--- src/rtl/drive_status_pkg.sv ---
package drive_status_pkg;

   // Timing
   localparam int CLK_HZ         = 100_000_000;
   localparam int SEC_UNIT_S     = 1;
   localparam int SEC_CYCLES     = SEC_UNIT_S * CLK_HZ;

   // Register byte offsets
   localparam logic [7:0] OFS_LEVEL  = 8'h00;
   localparam logic [7:0] OFS_BW     = 8'h04;
   localparam logic [7:0] OFS_MAXF   = 8'h08;
   localparam logic [7:0] OFS_SEL    = 8'h0C;
   localparam logic [7:0] OFS_FMASK  = 8'h10;
   localparam logic [7:0] OFS_WARN   = 8'h14;
   localparam logic [7:0] OFS_TRIP   = 8'h18;
   localparam logic [7:0] OFS_CTRL   = 8'h1C;
   localparam logic [7:0] OFS_STATUS = 8'h20;

   // Field positions
   localparam int SEL_RELAY_LSB  = 8;
   localparam int OL_TIME_LSB    = 8;
   localparam int OL_EN_BIT      = 16;
   localparam int CTRL_CLR_BIT   = 0;
   localparam int STAT_TRIP_BIT  = 24;
   localparam int STAT_WARN_BIT  = 25;

   // Frequencies in 0.1 Hz steps
   localparam logic [11:0] FREQ_LIMIT    = 12'hFA0;
   localparam logic [11:0] RST_LEVEL     = 12'h12C;
   localparam logic [11:0] RST_BW        = 12'h064;
   localparam logic [11:0] RST_MAXF      = 12'h258;

   // Selections and masks
   localparam logic [4:0]  SEL_MAX       = 5'h11;
   localparam logic [4:0]  RST_TR_SEL    = 5'h0C;
   localparam logic [4:0]  RST_RL_SEL    = 5'h11;
   localparam logic [2:0]  RST_FMASK     = 3'h2;

   // Overload, current in percent of motor rating, time in seconds
   localparam logic [7:0]  WARN_LVL_MIN  = 8'h1E;
   localparam logic [7:0]  WARN_LVL_MAX  = 8'h96;
   localparam logic [7:0]  RST_WARN_LVL  = 8'h96;
   localparam logic [5:0]  WARN_T_MAX    = 6'h1E;
   localparam logic [5:0]  RST_WARN_T    = 6'h0A;
   localparam logic [7:0]  TRIP_LVL_MIN  = 8'h1E;
   localparam logic [7:0]  TRIP_LVL_MAX  = 8'hC8;
   localparam logic [7:0]  RST_TRIP_LVL  = 8'hB4;
   localparam logic [5:0]  TRIP_T_MAX    = 6'h3C;
   localparam logic [5:0]  RST_TRIP_T    = 6'h3C;
   localparam logic        RST_TRIP_EN   = 1'b0;

   typedef struct packed {
      logic        psel;
      logic        penable;
      logic        pwrite;
      logic [7:0]  paddr;
      logic [31:0] pwdata;
   } apb_req_t;

   typedef struct packed {
      logic [11:0] cmd_freq;
      logic [11:0] run_freq;
      logic [7:0]  motor_current;
      logic        run_cmd;
      logic        output_on;
      logic        stopped;
      logic        const_speed;
      logic        waiting_run;
      logic        ov_trip;
      logic        uv_trip;
      logic        other_trip;
      logic        retry_active;
      logic        heatsink_hot_flag;
      logic        ref_lost;
      logic        drive_overload_flag;
      logic        stall;
      logic        speed_search;
   } drive_stat_t;

endpackage

--- src/rtl/drive_status_output_select.sv ---
// Implementation choices: the register addresses and register access over APB.
`timescale 1ns/1ps
// Operation
// RULE1 - Two independent selects route one of eighteen conditions to each output
// RULE2 - Code 0: commanded and output frequency differ by at most half bandwidth
// RULE3 - Bandwidth 0 to 400 Hz, default 10.0, refused above max frequency
// RULE4 - Detection level 0 to 400 Hz, default 30.0, refused above max frequency
// RULE5 - Code 1: commanded frequency equals level and code 0 holds
// RULE6 - Code 2: level and running frequency within half bandwidth
// RULE7 - Code 3: set at level, held while above level minus half bandwidth
// RULE8 - Code 4 is the inverse of code 3
// RULE9 - Code 8 follows the overvoltage trip
// RULE10 - Code 9 follows the undervoltage trip
// RULE11 - Code 10 follows heatsink overheat protection
// RULE12 - Code 11 follows frequency reference loss
// RULE13 - Code 12 while run command present and output voltage produced
// RULE14 - Code 13 while stopped, code 14 while at constant speed
// RULE15 - Code 16 while waiting for a run command
// RULE16 - Code 17 drives output from trip classes enabled in fault mask
// RULE17 - Mask bit 0 undervoltage, bit 1 other trips, bit 2 restart retries
// RULE18 - Mask 2 on code 17 asserts on every trip except undervoltage
// RULE19 - Code 5 carries the overload warning
// RULE20 - Warning level 30 to 150 percent default 150, time 0 to 30 s default 10
// RULE21 - Warning after current above level for full time, clears below level
// RULE22 - Overload trip works only when enabled, then switches output off
// RULE23 - Trip after current above level for trip time; 30-200 percent, 0-60 s
// RULE24 - Trip timer restarts when current drops below trip level
module drive_status_output_select
   import drive_status_pkg::*;
#(
   parameter int SEC_TICKS = SEC_CYCLES
)
(
   // Clock and reset
   input  wire logic                          sys_clk_in,
   input  wire logic                          rst_in,
   // APB slave
   input  wire drive_status_pkg::apb_req_t    apb_in,
   output logic [31:0]                        prdata_out,
   output logic                               pready_out,
   output logic                               pslverr_out,
   // Drive state, same clock domain
   input  wire drive_status_pkg::drive_stat_t drive_in,
   // Status outputs
   output logic                               transistor_status_out,
   output logic                               relay_status_out,
   output logic                               motor_overload_flag_out,
   output logic                               output_off_out
);
   import drive_status_pkg::*;

   typedef struct packed {
      logic [11:0] lvl;
      logic [11:0] bw;
      logic [11:0] maxf;
      logic [4:0]  tsel;
      logic [4:0]  rsel;
      logic [2:0]  fmask;
      logic [7:0]  wlvl;
      logic [5:0]  wtime;
      logic        ten;
      logic [7:0]  tlvl;
      logic [5:0]  ttime;
      logic        tripped;
      logic        warn;
      logic [26:0] wpre;
      logic [5:0]  wsec;
      logic [26:0] tpre;
      logic [5:0]  tsec;
      logic        fdt4;
      logic        tout;
      logic        rout;
      logic [31:0] prdata;
      logic        pready;
      logic        pslverr;
   } state_t;

   state_t s_q;
   state_t s_d;

   logic [17:0] cond;
   logic [11:0] half_bw;
   logic [11:0] cmd_diff;
   logic [11:0] lvl_diff;
   logic [12:0] run_plus;
   logic        warn_above;
   logic        trip_above;
   logic        access;
   logic        wr_en;
   logic        wr_bad;
   logic [31:0] rd_val;
   logic        rd_bad;

   function automatic logic [11:0] abs_diff(input logic [11:0] a, input logic [11:0] b);
      abs_diff = (a > b) ? (a - b) : (b - a);
   endfunction

   function automatic logic pct_ok(input logic [31:0] v, input logic [7:0] lo,
                                   input logic [7:0] hi);
      pct_ok = (v[31:8] == 24'h000000) && (v[7:0] >= lo) && (v[7:0] <= hi);
   endfunction

   // Status conditions
   always_comb
   begin
      half_bw  = {1'b0, s_q.bw[11:1]};
      cmd_diff = abs_diff(drive_in.cmd_freq, drive_in.run_freq);
      lvl_diff = abs_diff(s_q.lvl, drive_in.run_freq);
      run_plus = {1'b0, drive_in.run_freq} + {1'b0, half_bw};
      cond     = '0;
      cond[0]  = (cmd_diff <= half_bw); // RULE2
      cond[1]  = (drive_in.cmd_freq == s_q.lvl) && cond[0]; // RULE5
      cond[2]  = (lvl_diff <= half_bw); // RULE6
      cond[3]  = s_q.fdt4; // RULE7
      cond[4]  = ~s_q.fdt4; // RULE8
      cond[5]  = s_q.warn; // RULE19
      cond[6]  = drive_in.drive_overload_flag;
      cond[7]  = drive_in.stall;
      cond[8]  = drive_in.ov_trip; // RULE9
      cond[9]  = drive_in.uv_trip; // RULE10
      cond[10] = drive_in.heatsink_hot_flag; // RULE11
      cond[11] = drive_in.ref_lost; // RULE12
      cond[12] = drive_in.run_cmd && drive_in.output_on; // RULE13
      cond[13] = drive_in.stopped; // RULE14
      cond[14] = drive_in.const_speed; // RULE14
      cond[15] = drive_in.speed_search;
      cond[16] = drive_in.waiting_run; // RULE15
      cond[17] = (s_q.fmask[0] && drive_in.uv_trip) // RULE16
               | (s_q.fmask[1] && drive_in.other_trip) // RULE17
               | (s_q.fmask[2] && drive_in.retry_active); // RULE18
   end

   // Register read mux
   always_comb
   begin
      rd_val = '0;
      rd_bad = 1'b0;
      case (apb_in.paddr)
         OFS_LEVEL:  rd_val[11:0] = s_q.lvl;
         OFS_BW:     rd_val[11:0] = s_q.bw;
         OFS_MAXF:   rd_val[11:0] = s_q.maxf;
         OFS_SEL:
         begin
            rd_val[4:0]                = s_q.tsel;
            rd_val[SEL_RELAY_LSB +: 5] = s_q.rsel;
         end
         OFS_FMASK:  rd_val[2:0] = s_q.fmask;
         OFS_WARN:
         begin
            rd_val[7:0]                = s_q.wlvl;
            rd_val[OL_TIME_LSB +: 6]   = s_q.wtime;
         end
         OFS_TRIP:
         begin
            rd_val[7:0]                = s_q.tlvl;
            rd_val[OL_TIME_LSB +: 6]   = s_q.ttime;
            rd_val[OL_EN_BIT]          = s_q.ten;
         end
         OFS_CTRL:   rd_val = '0;
         OFS_STATUS:
         begin
            rd_val[17:0]               = cond;
            rd_val[STAT_TRIP_BIT]      = s_q.tripped;
            rd_val[STAT_WARN_BIT]      = s_q.warn;
         end
         default:    rd_bad = 1'b1;
      endcase
   end

   // Write checks; a refused write stores nothing and answers with an error
   always_comb
   begin
      wr_bad = 1'b0;
      case (apb_in.paddr)
         OFS_LEVEL:  wr_bad = (apb_in.pwdata > {20'h0, s_q.maxf});       // RULE4
         OFS_BW:     wr_bad = (apb_in.pwdata > {20'h0, s_q.maxf});       // RULE3
         OFS_MAXF:   wr_bad = (apb_in.pwdata > {20'h0, FREQ_LIMIT});
         OFS_SEL:    wr_bad = (apb_in.pwdata[4:0] > SEL_MAX)
                            || (apb_in.pwdata[SEL_RELAY_LSB +: 5] > SEL_MAX);
         OFS_FMASK:  wr_bad = 1'b0;
         OFS_WARN:   wr_bad = !pct_ok({24'h0, apb_in.pwdata[7:0]},       // RULE20
                                      WARN_LVL_MIN, WARN_LVL_MAX)
                            || (apb_in.pwdata[OL_TIME_LSB +: 6] > WARN_T_MAX);
         OFS_TRIP:   wr_bad = !pct_ok({24'h0, apb_in.pwdata[7:0]},       // RULE23
                                      TRIP_LVL_MIN, TRIP_LVL_MAX)
                            || (apb_in.pwdata[OL_TIME_LSB +: 6] > TRIP_T_MAX);
         OFS_CTRL:   wr_bad = 1'b0;
         default:    wr_bad = 1'b1;
      endcase
   end

   always_comb
   begin
      s_d        = s_q;
      access     = apb_in.psel && apb_in.penable;
      wr_en      = access && s_q.pready && apb_in.pwrite && !wr_bad;
      warn_above = (drive_in.motor_current > s_q.wlvl);
      trip_above = (drive_in.motor_current > s_q.tlvl);

      // One wait state: ready rises in the second access cycle
      s_d.pready  = access && !s_q.pready;
      s_d.pslverr = access && !s_q.pready && (apb_in.pwrite ? wr_bad : rd_bad);
      s_d.prdata  = (access && !s_q.pready && !apb_in.pwrite) ? rd_val : '0;

      if (wr_en)
      begin
         case (apb_in.paddr)
            OFS_LEVEL: s_d.lvl  = apb_in.pwdata[11:0];                  // RULE4
            OFS_BW:    s_d.bw   = apb_in.pwdata[11:0];                  // RULE3
            OFS_MAXF:  s_d.maxf = apb_in.pwdata[11:0];
            OFS_SEL:
            begin
               s_d.tsel = apb_in.pwdata[4:0];                           // RULE1
               s_d.rsel = apb_in.pwdata[SEL_RELAY_LSB +: 5];            // RULE1
            end
            OFS_FMASK: s_d.fmask = apb_in.pwdata[2:0];                  // RULE17
            OFS_WARN:
            begin
               s_d.wlvl  = apb_in.pwdata[7:0];                          // RULE20
               s_d.wtime = apb_in.pwdata[OL_TIME_LSB +: 6];             // RULE20
            end
            OFS_TRIP:
            begin
               s_d.tlvl  = apb_in.pwdata[7:0];                          // RULE23
               s_d.ttime = apb_in.pwdata[OL_TIME_LSB +: 6];             // RULE23
               s_d.ten   = apb_in.pwdata[OL_EN_BIT];                    // RULE22
            end
            default:   s_d.lvl = s_q.lvl;
         endcase
      end

      // Trip clear by software; a trip in the same cycle wins below
      if (wr_en && (apb_in.paddr == OFS_CTRL) && apb_in.pwdata[CTRL_CLR_BIT])
      begin
         s_d.tripped = 1'b0;
      end

      // Hysteresis keeps code 3 from chattering near the level
      if (drive_in.run_freq >= s_q.lvl)                                 // RULE7
      begin
         s_d.fdt4 = 1'b1;
      end
      else if (run_plus <= {1'b0, s_q.lvl})                             // RULE7
      begin
         s_d.fdt4 = 1'b0;
      end

      // Warning timer, prescaler restarts so each second is whole
      if (warn_above)
      begin
         if (s_q.wsec >= s_q.wtime)
         begin
            s_d.warn = 1'b1;                                            // RULE21
         end
         else if (s_q.wpre == 27'(SEC_TICKS - 1))
         begin
            s_d.wpre = '0;
            s_d.wsec = s_q.wsec + 6'h01;
         end
         else
         begin
            s_d.wpre = s_q.wpre + 27'h0000001;
         end
      end
      else
      begin
         s_d.warn = 1'b0;                                               // RULE21
         s_d.wpre = '0;
         s_d.wsec = '0;
      end

      // Overload trip timer
      if (s_q.ten && trip_above && !s_q.tripped)                        // RULE22
      begin
         if (s_q.tsec >= s_q.ttime)
         begin
            s_d.tripped = 1'b1;                                         // RULE23
            s_d.tpre    = '0;
            s_d.tsec    = '0;
         end
         else if (s_q.tpre == 27'(SEC_TICKS - 1))
         begin
            s_d.tpre = '0;
            s_d.tsec = s_q.tsec + 6'h01;
         end
         else
         begin
            s_d.tpre = s_q.tpre + 27'h0000001;
         end
      end
      else
      begin
         s_d.tpre = '0;                                                 // RULE24
         s_d.tsec = '0;                                                 // RULE24
      end

      s_d.tout = cond[s_q.tsel];                                        // RULE1
      s_d.rout = cond[s_q.rsel];                                        // RULE1
   end

   always_ff @(posedge sys_clk_in or posedge rst_in)
   begin
      if (rst_in)
      begin
         s_q         <= '0;
         s_q.lvl     <= RST_LEVEL;
         s_q.bw      <= RST_BW;
         s_q.maxf    <= RST_MAXF;
         s_q.tsel    <= RST_TR_SEL;
         s_q.rsel    <= RST_RL_SEL;
         s_q.fmask   <= RST_FMASK;
         s_q.wlvl    <= RST_WARN_LVL;
         s_q.wtime   <= RST_WARN_T;
         s_q.ten     <= RST_TRIP_EN;
         s_q.tlvl    <= RST_TRIP_LVL;
         s_q.ttime   <= RST_TRIP_T;
      end
      else
      begin
         s_q <= s_d;
      end
   end

   assign prdata_out              = s_q.prdata;
   assign pready_out              = s_q.pready;
   assign pslverr_out             = s_q.pslverr;
   assign transistor_status_out   = s_q.tout;
   assign relay_status_out        = s_q.rout;
   assign motor_overload_flag_out = s_q.warn;
   assign output_off_out          = s_q.tripped;                        // RULE22

endmodule

--- config.mk ---
export PLATFORM = sky130hd
export DESIGN_NAME = drive_status_output_select
export DESIGN_NICKNAME = d
export VERILOG_FILES = /design/src/rtl/drive_status_pkg.sv /design/src/rtl/drive_status_output_select.sv
export SDC_FILE = /design/constraint.sdc
export NUM_CORES = 1
export LEC_CHECK = 0
export ABC_AREA = 1
export BUFFER_PORTS_ARGS = -buffer_cell sky130_fd_sc_hd__buf_2
export CORE_UTILIZATION = 30
export CTS_CLUSTER_DIAMETER = 50
export DETAILED_ROUTE_END_ITERATION = 10
export GPL_TIMING_DRIVEN = 0
export SYNTH_ARGS = -nofsm -noshare
export SYNTH_HDL_FRONTEND = slang
export SYNTH_SLANG_ARGS = --single-unit
--- constraint.sdc ---
create_clock -name sys_clk_in -period 5.7 [get_ports sys_clk_in]
set_input_delay 1.14 -clock sys_clk_in [delete_from_list [all_inputs] [get_ports sys_clk_in]]
set_output_delay 1.14 -clock sys_clk_in [all_outputs]
set_load 0.03 [all_outputs]
==> results.tsv <==
stage	metric	value	unit
status	status	finished clean	
detailed_routing	drt_wl_total	46300	um
global_route	grt_max_degree	42	
yosys	synthAdderAreaFrac	0.132	
sta	layout_min_cycle_time	4850	ps
detailed_routing	firstDrtPassIters	6	
power	swShare	0.321	
clock_network	root_buffer	clkbuf_16	
worst_setup_path	cp-end-kind	flop	
sta	hold_violations	0	
yosys	synthTopCellsByCount	nand2_1, inv_1, nor2_1	
yosys	synth-edff-count	0	
detailed_routing	postRouteAntennaNets	0	
cells_and_area	area_growth	14.8	%
sta	layout_worst_path_cycle_share	0.851	
worst_setup_path	r2r_cells	32	
yosys	synth.top_cell.area_share	0.259	
clock_network	clk_latency	440	ps
placement	gp_congestion	0.952	
yosys	yosysTopAreaCell	dfrtp_1	
placement	dpl.hpwl	37400	um
global_route	grtUsageTotal	0.201	
placement	placedInstanceArea	15100	sq um
yosys	ys_warn_count	0	
global_route	grt_pass1_wl	72300	um
yosys	ys_ff_latch	171	
die	boundaryPins	129	
power	intPower	2080	uW
sta	fmax	0.206	GHz
clock_network	clkTransAtPathRegs	70	ps
power	p_leak	0.00732	uW
worst_setup_path	cp_slowest_cell	o21ai_0	
yosys	yosysMostFrequentCell	nand2_1	
power	p_per_area	195	nW/um^2
die	die_w	215	um
clock_network	cts_made_buffers	17	
die	die_y	215	um
cells_and_area	design_area	15600	sq um
die	num_rows	77	
sta	slew_violations	0	
power	ir_drop	0.000161	V
worst_setup_path	critPathKind	in2reg	
yosys	synthFlopType	dfrtp_1	
worst_setup_path	slowest_delay	450	ps
die	design.die.area	46300	sq um
detailed_routing	viasPerCell	5.02	
die	start_util	0.306	
yosys	synth_top_family_by_area	simple AND/OR/NAND/NOR gates	
placement	port_buffers	116	
min_path	hold_class	reg2reg	
sta	fin_tns_setup	0	ps
worst_setup_path	crit_fanout	6	
cells_and_area	nets	2243	
worst_setup_path	start_kind	input port	
worst_setup_path	crit_arrival	5170	ps
clock_network	cts_setup_buffers	0	
sta	finalSetupViolations	0	
clock_network	cts_max_level	4	
detailed_routing	wl_per_cell	17.7	um
power	p_switching	981	uW
sta	finalClockSkew	13.7	ps
worst_setup_path	critPathRequiredTime	6020	ps
sta	fin_hold_ws	471	ps
worst_setup_path	crit_top_cell	nand2_1	
detailed_routing	drcViolationCount	0	
global_route	globalRouteOverflowTotal	0	
die	coreArea	44500	sq um
detailed_routing	drt-initial-drc-count	1049	
power	combPwrFrac	0.213	
placement	dp_slack	420	ps
job	drv_cap	0	
detailed_routing	vias	13100	
power	pwr-share-seq	0.410	
cells_and_area	drive_gt1_frac	0.136	
sta	relSlewSlack	0.441	
min_path	hold_depth	1	
yosys	netlist_instances	1861	
clock_network	ctsLongestPathBuffers	2	
yosys	avgSynthCellArea	7.32	sq um
global_route	antenna_found_initial	3	
yosys	yosysSeqAreaShare	0.317	
clock_network	cts_resized	0	
power	clockPowerShare	0.377	
clock_network	cts.sinks	171	
yosys	yosys-top-cells-area	dfrtp_1, ha_1, nand2_1	
clock_network	cts_hold_buffers	0	
sta	rsz0062_at_grt	no	
sta	setup_ws	847	ps
yosys	synthMuxAreaShare	0.00220	
global_route	grt_pass1_vias	12800	
yosys	synthArstFlopShare	1.00	
sta	tightest_slew	837	ps
yosys	synth-simple-area-share	0.246	
yosys	synth_area	13600	sq um
yosys	synth_xor_area_frac	0.0373	
yosys	synth_compound_area_frac	0.154	
yosys	ys_types	53	
clock_network	cts_tree	built	
[registers in the layout, summed over array words and instances, names as in the netlist]
| register | cells |
|---|---|
| pready_out | 1 |
| prdata_out | 20 |
| transistor_status_out | 1 |
| motor_overload_flag_out | 1 |
| relay_status_out | 1 |
| s_q | 133 |
| output_off_out | 1 |
| cond | 1 |
| half_bw | 11 |
| pslverr_out | 1 |
[cell families after synthesis]
group | count (synthesis)
AND/OR/NAND/NOR | 766
other | 1
flip-flops | 171
XOR/XNOR | 58
buffers and inverters | 360
AO/OA/AOI/OAI | 361
multiplexers | 3
adder cells (fa/ha/maj) | 141
[cell type report]
| type | instances | area, sq um |
|---|---|---|
| Clock inverter | 13 | 130 |
| Timing Repair Buffer | 120 | 661 |
| Fill cell | 4794 | 28900 |
| Sequential cell | 171 | 4320 |
| Tap cell | 592 | 741 |
| Inverter | 292 | 1100 |
| Antenna cell | 1 | 2.50 |
| Multi-Input combinational cell | 1341 | 7840 |
| Clock buffer | 19 | 443 |
| Buffer | 68 | 412 |
[per-layer routing]
metal | vias to the layer above | GRT usage | wire length [um]
met5 | - | 0 | 25
met4 | 4 | 0.0626 | 1290
met3 | 70 | 0.0294 | 2480
met2 | 432 | 0.338 | 21700
met1 | 6215 | 0.265 | 20800
li1 | 6423 | - | -
[placed cells by master, fill, tap and decap left out, types with 5 or more instances in the layout]
master and instances:
a2111oi_0 6, nand3_1 64, buf_4 32, fa_1 5, inv_1 279, inv_2 9, clkbuf_1 18, o21ai_0 71
o21bai_1 5, a211oi_1 11, o21ai_2 13, o21ai_1 63, and3_1 5, o221ai_1 5, nand4_1 44, dfrtp_1 141
dfstp_2 30, nor2_1 162, o31ai_1 5, conb_1 12, nor3_1 45, o22ai_1 21, clkbuf_16 17, a221oi_1 8
o21a_1 5, nor2_2 5, a21oi_1 116, buf_2 133, ha_1 136, nor4_1 11, o211ai_1 9, nand2_1 411
a31oi_1 10, xnor2_1 13, inv_6 7, xor2_1 45
[power by group through the flow]
stage | sequential (uW) | combinational, uW | clock, uW
after floorplan | 1280 | 416 | 0
after global placement | 1280 | 629 | 0
after detailed placement | 1280 | 645 | 0
after CTS | 1250 | 650 | 1170
after global routing | 1260 | 734 | 1220
final | 1250 | 650 | 1150
[through the flow]
stage,power [uW],util,cells
floorplan,1700,-,1872
global placement,1900,0.337,2580
detailed placement,1920,0.338,2584
CTS,3080,0.351,2616
global route,3210,0.351,2617
finish,3060,0.351,2617
[path summary, 6_finish.rpt]
path	start	end	slack (ps)
min	s_q[43]	s_q[43]	470
min in group asynchronous	rst_in	s_q[82]	850
max reg2reg	s_q[182]	transistor_status_out	1300
min reg2reg	s_q[43]	s_q[43]	470
max	drive_in[30]	transistor_status_out	850
max in group asynchronous	rst_in	s_q[179]	3880
[critical path, delay by kind of cell]
kind	cells	cell delay (ps)
adders and majority gates	2	720
xor gates and xnor gates	1	240
and+or+nand+nor	24	1850
AOI/OAI and AO/OA	2	730
buffers and inverters	5	460
No activity file was read; power rests on OpenSTA's default activity.
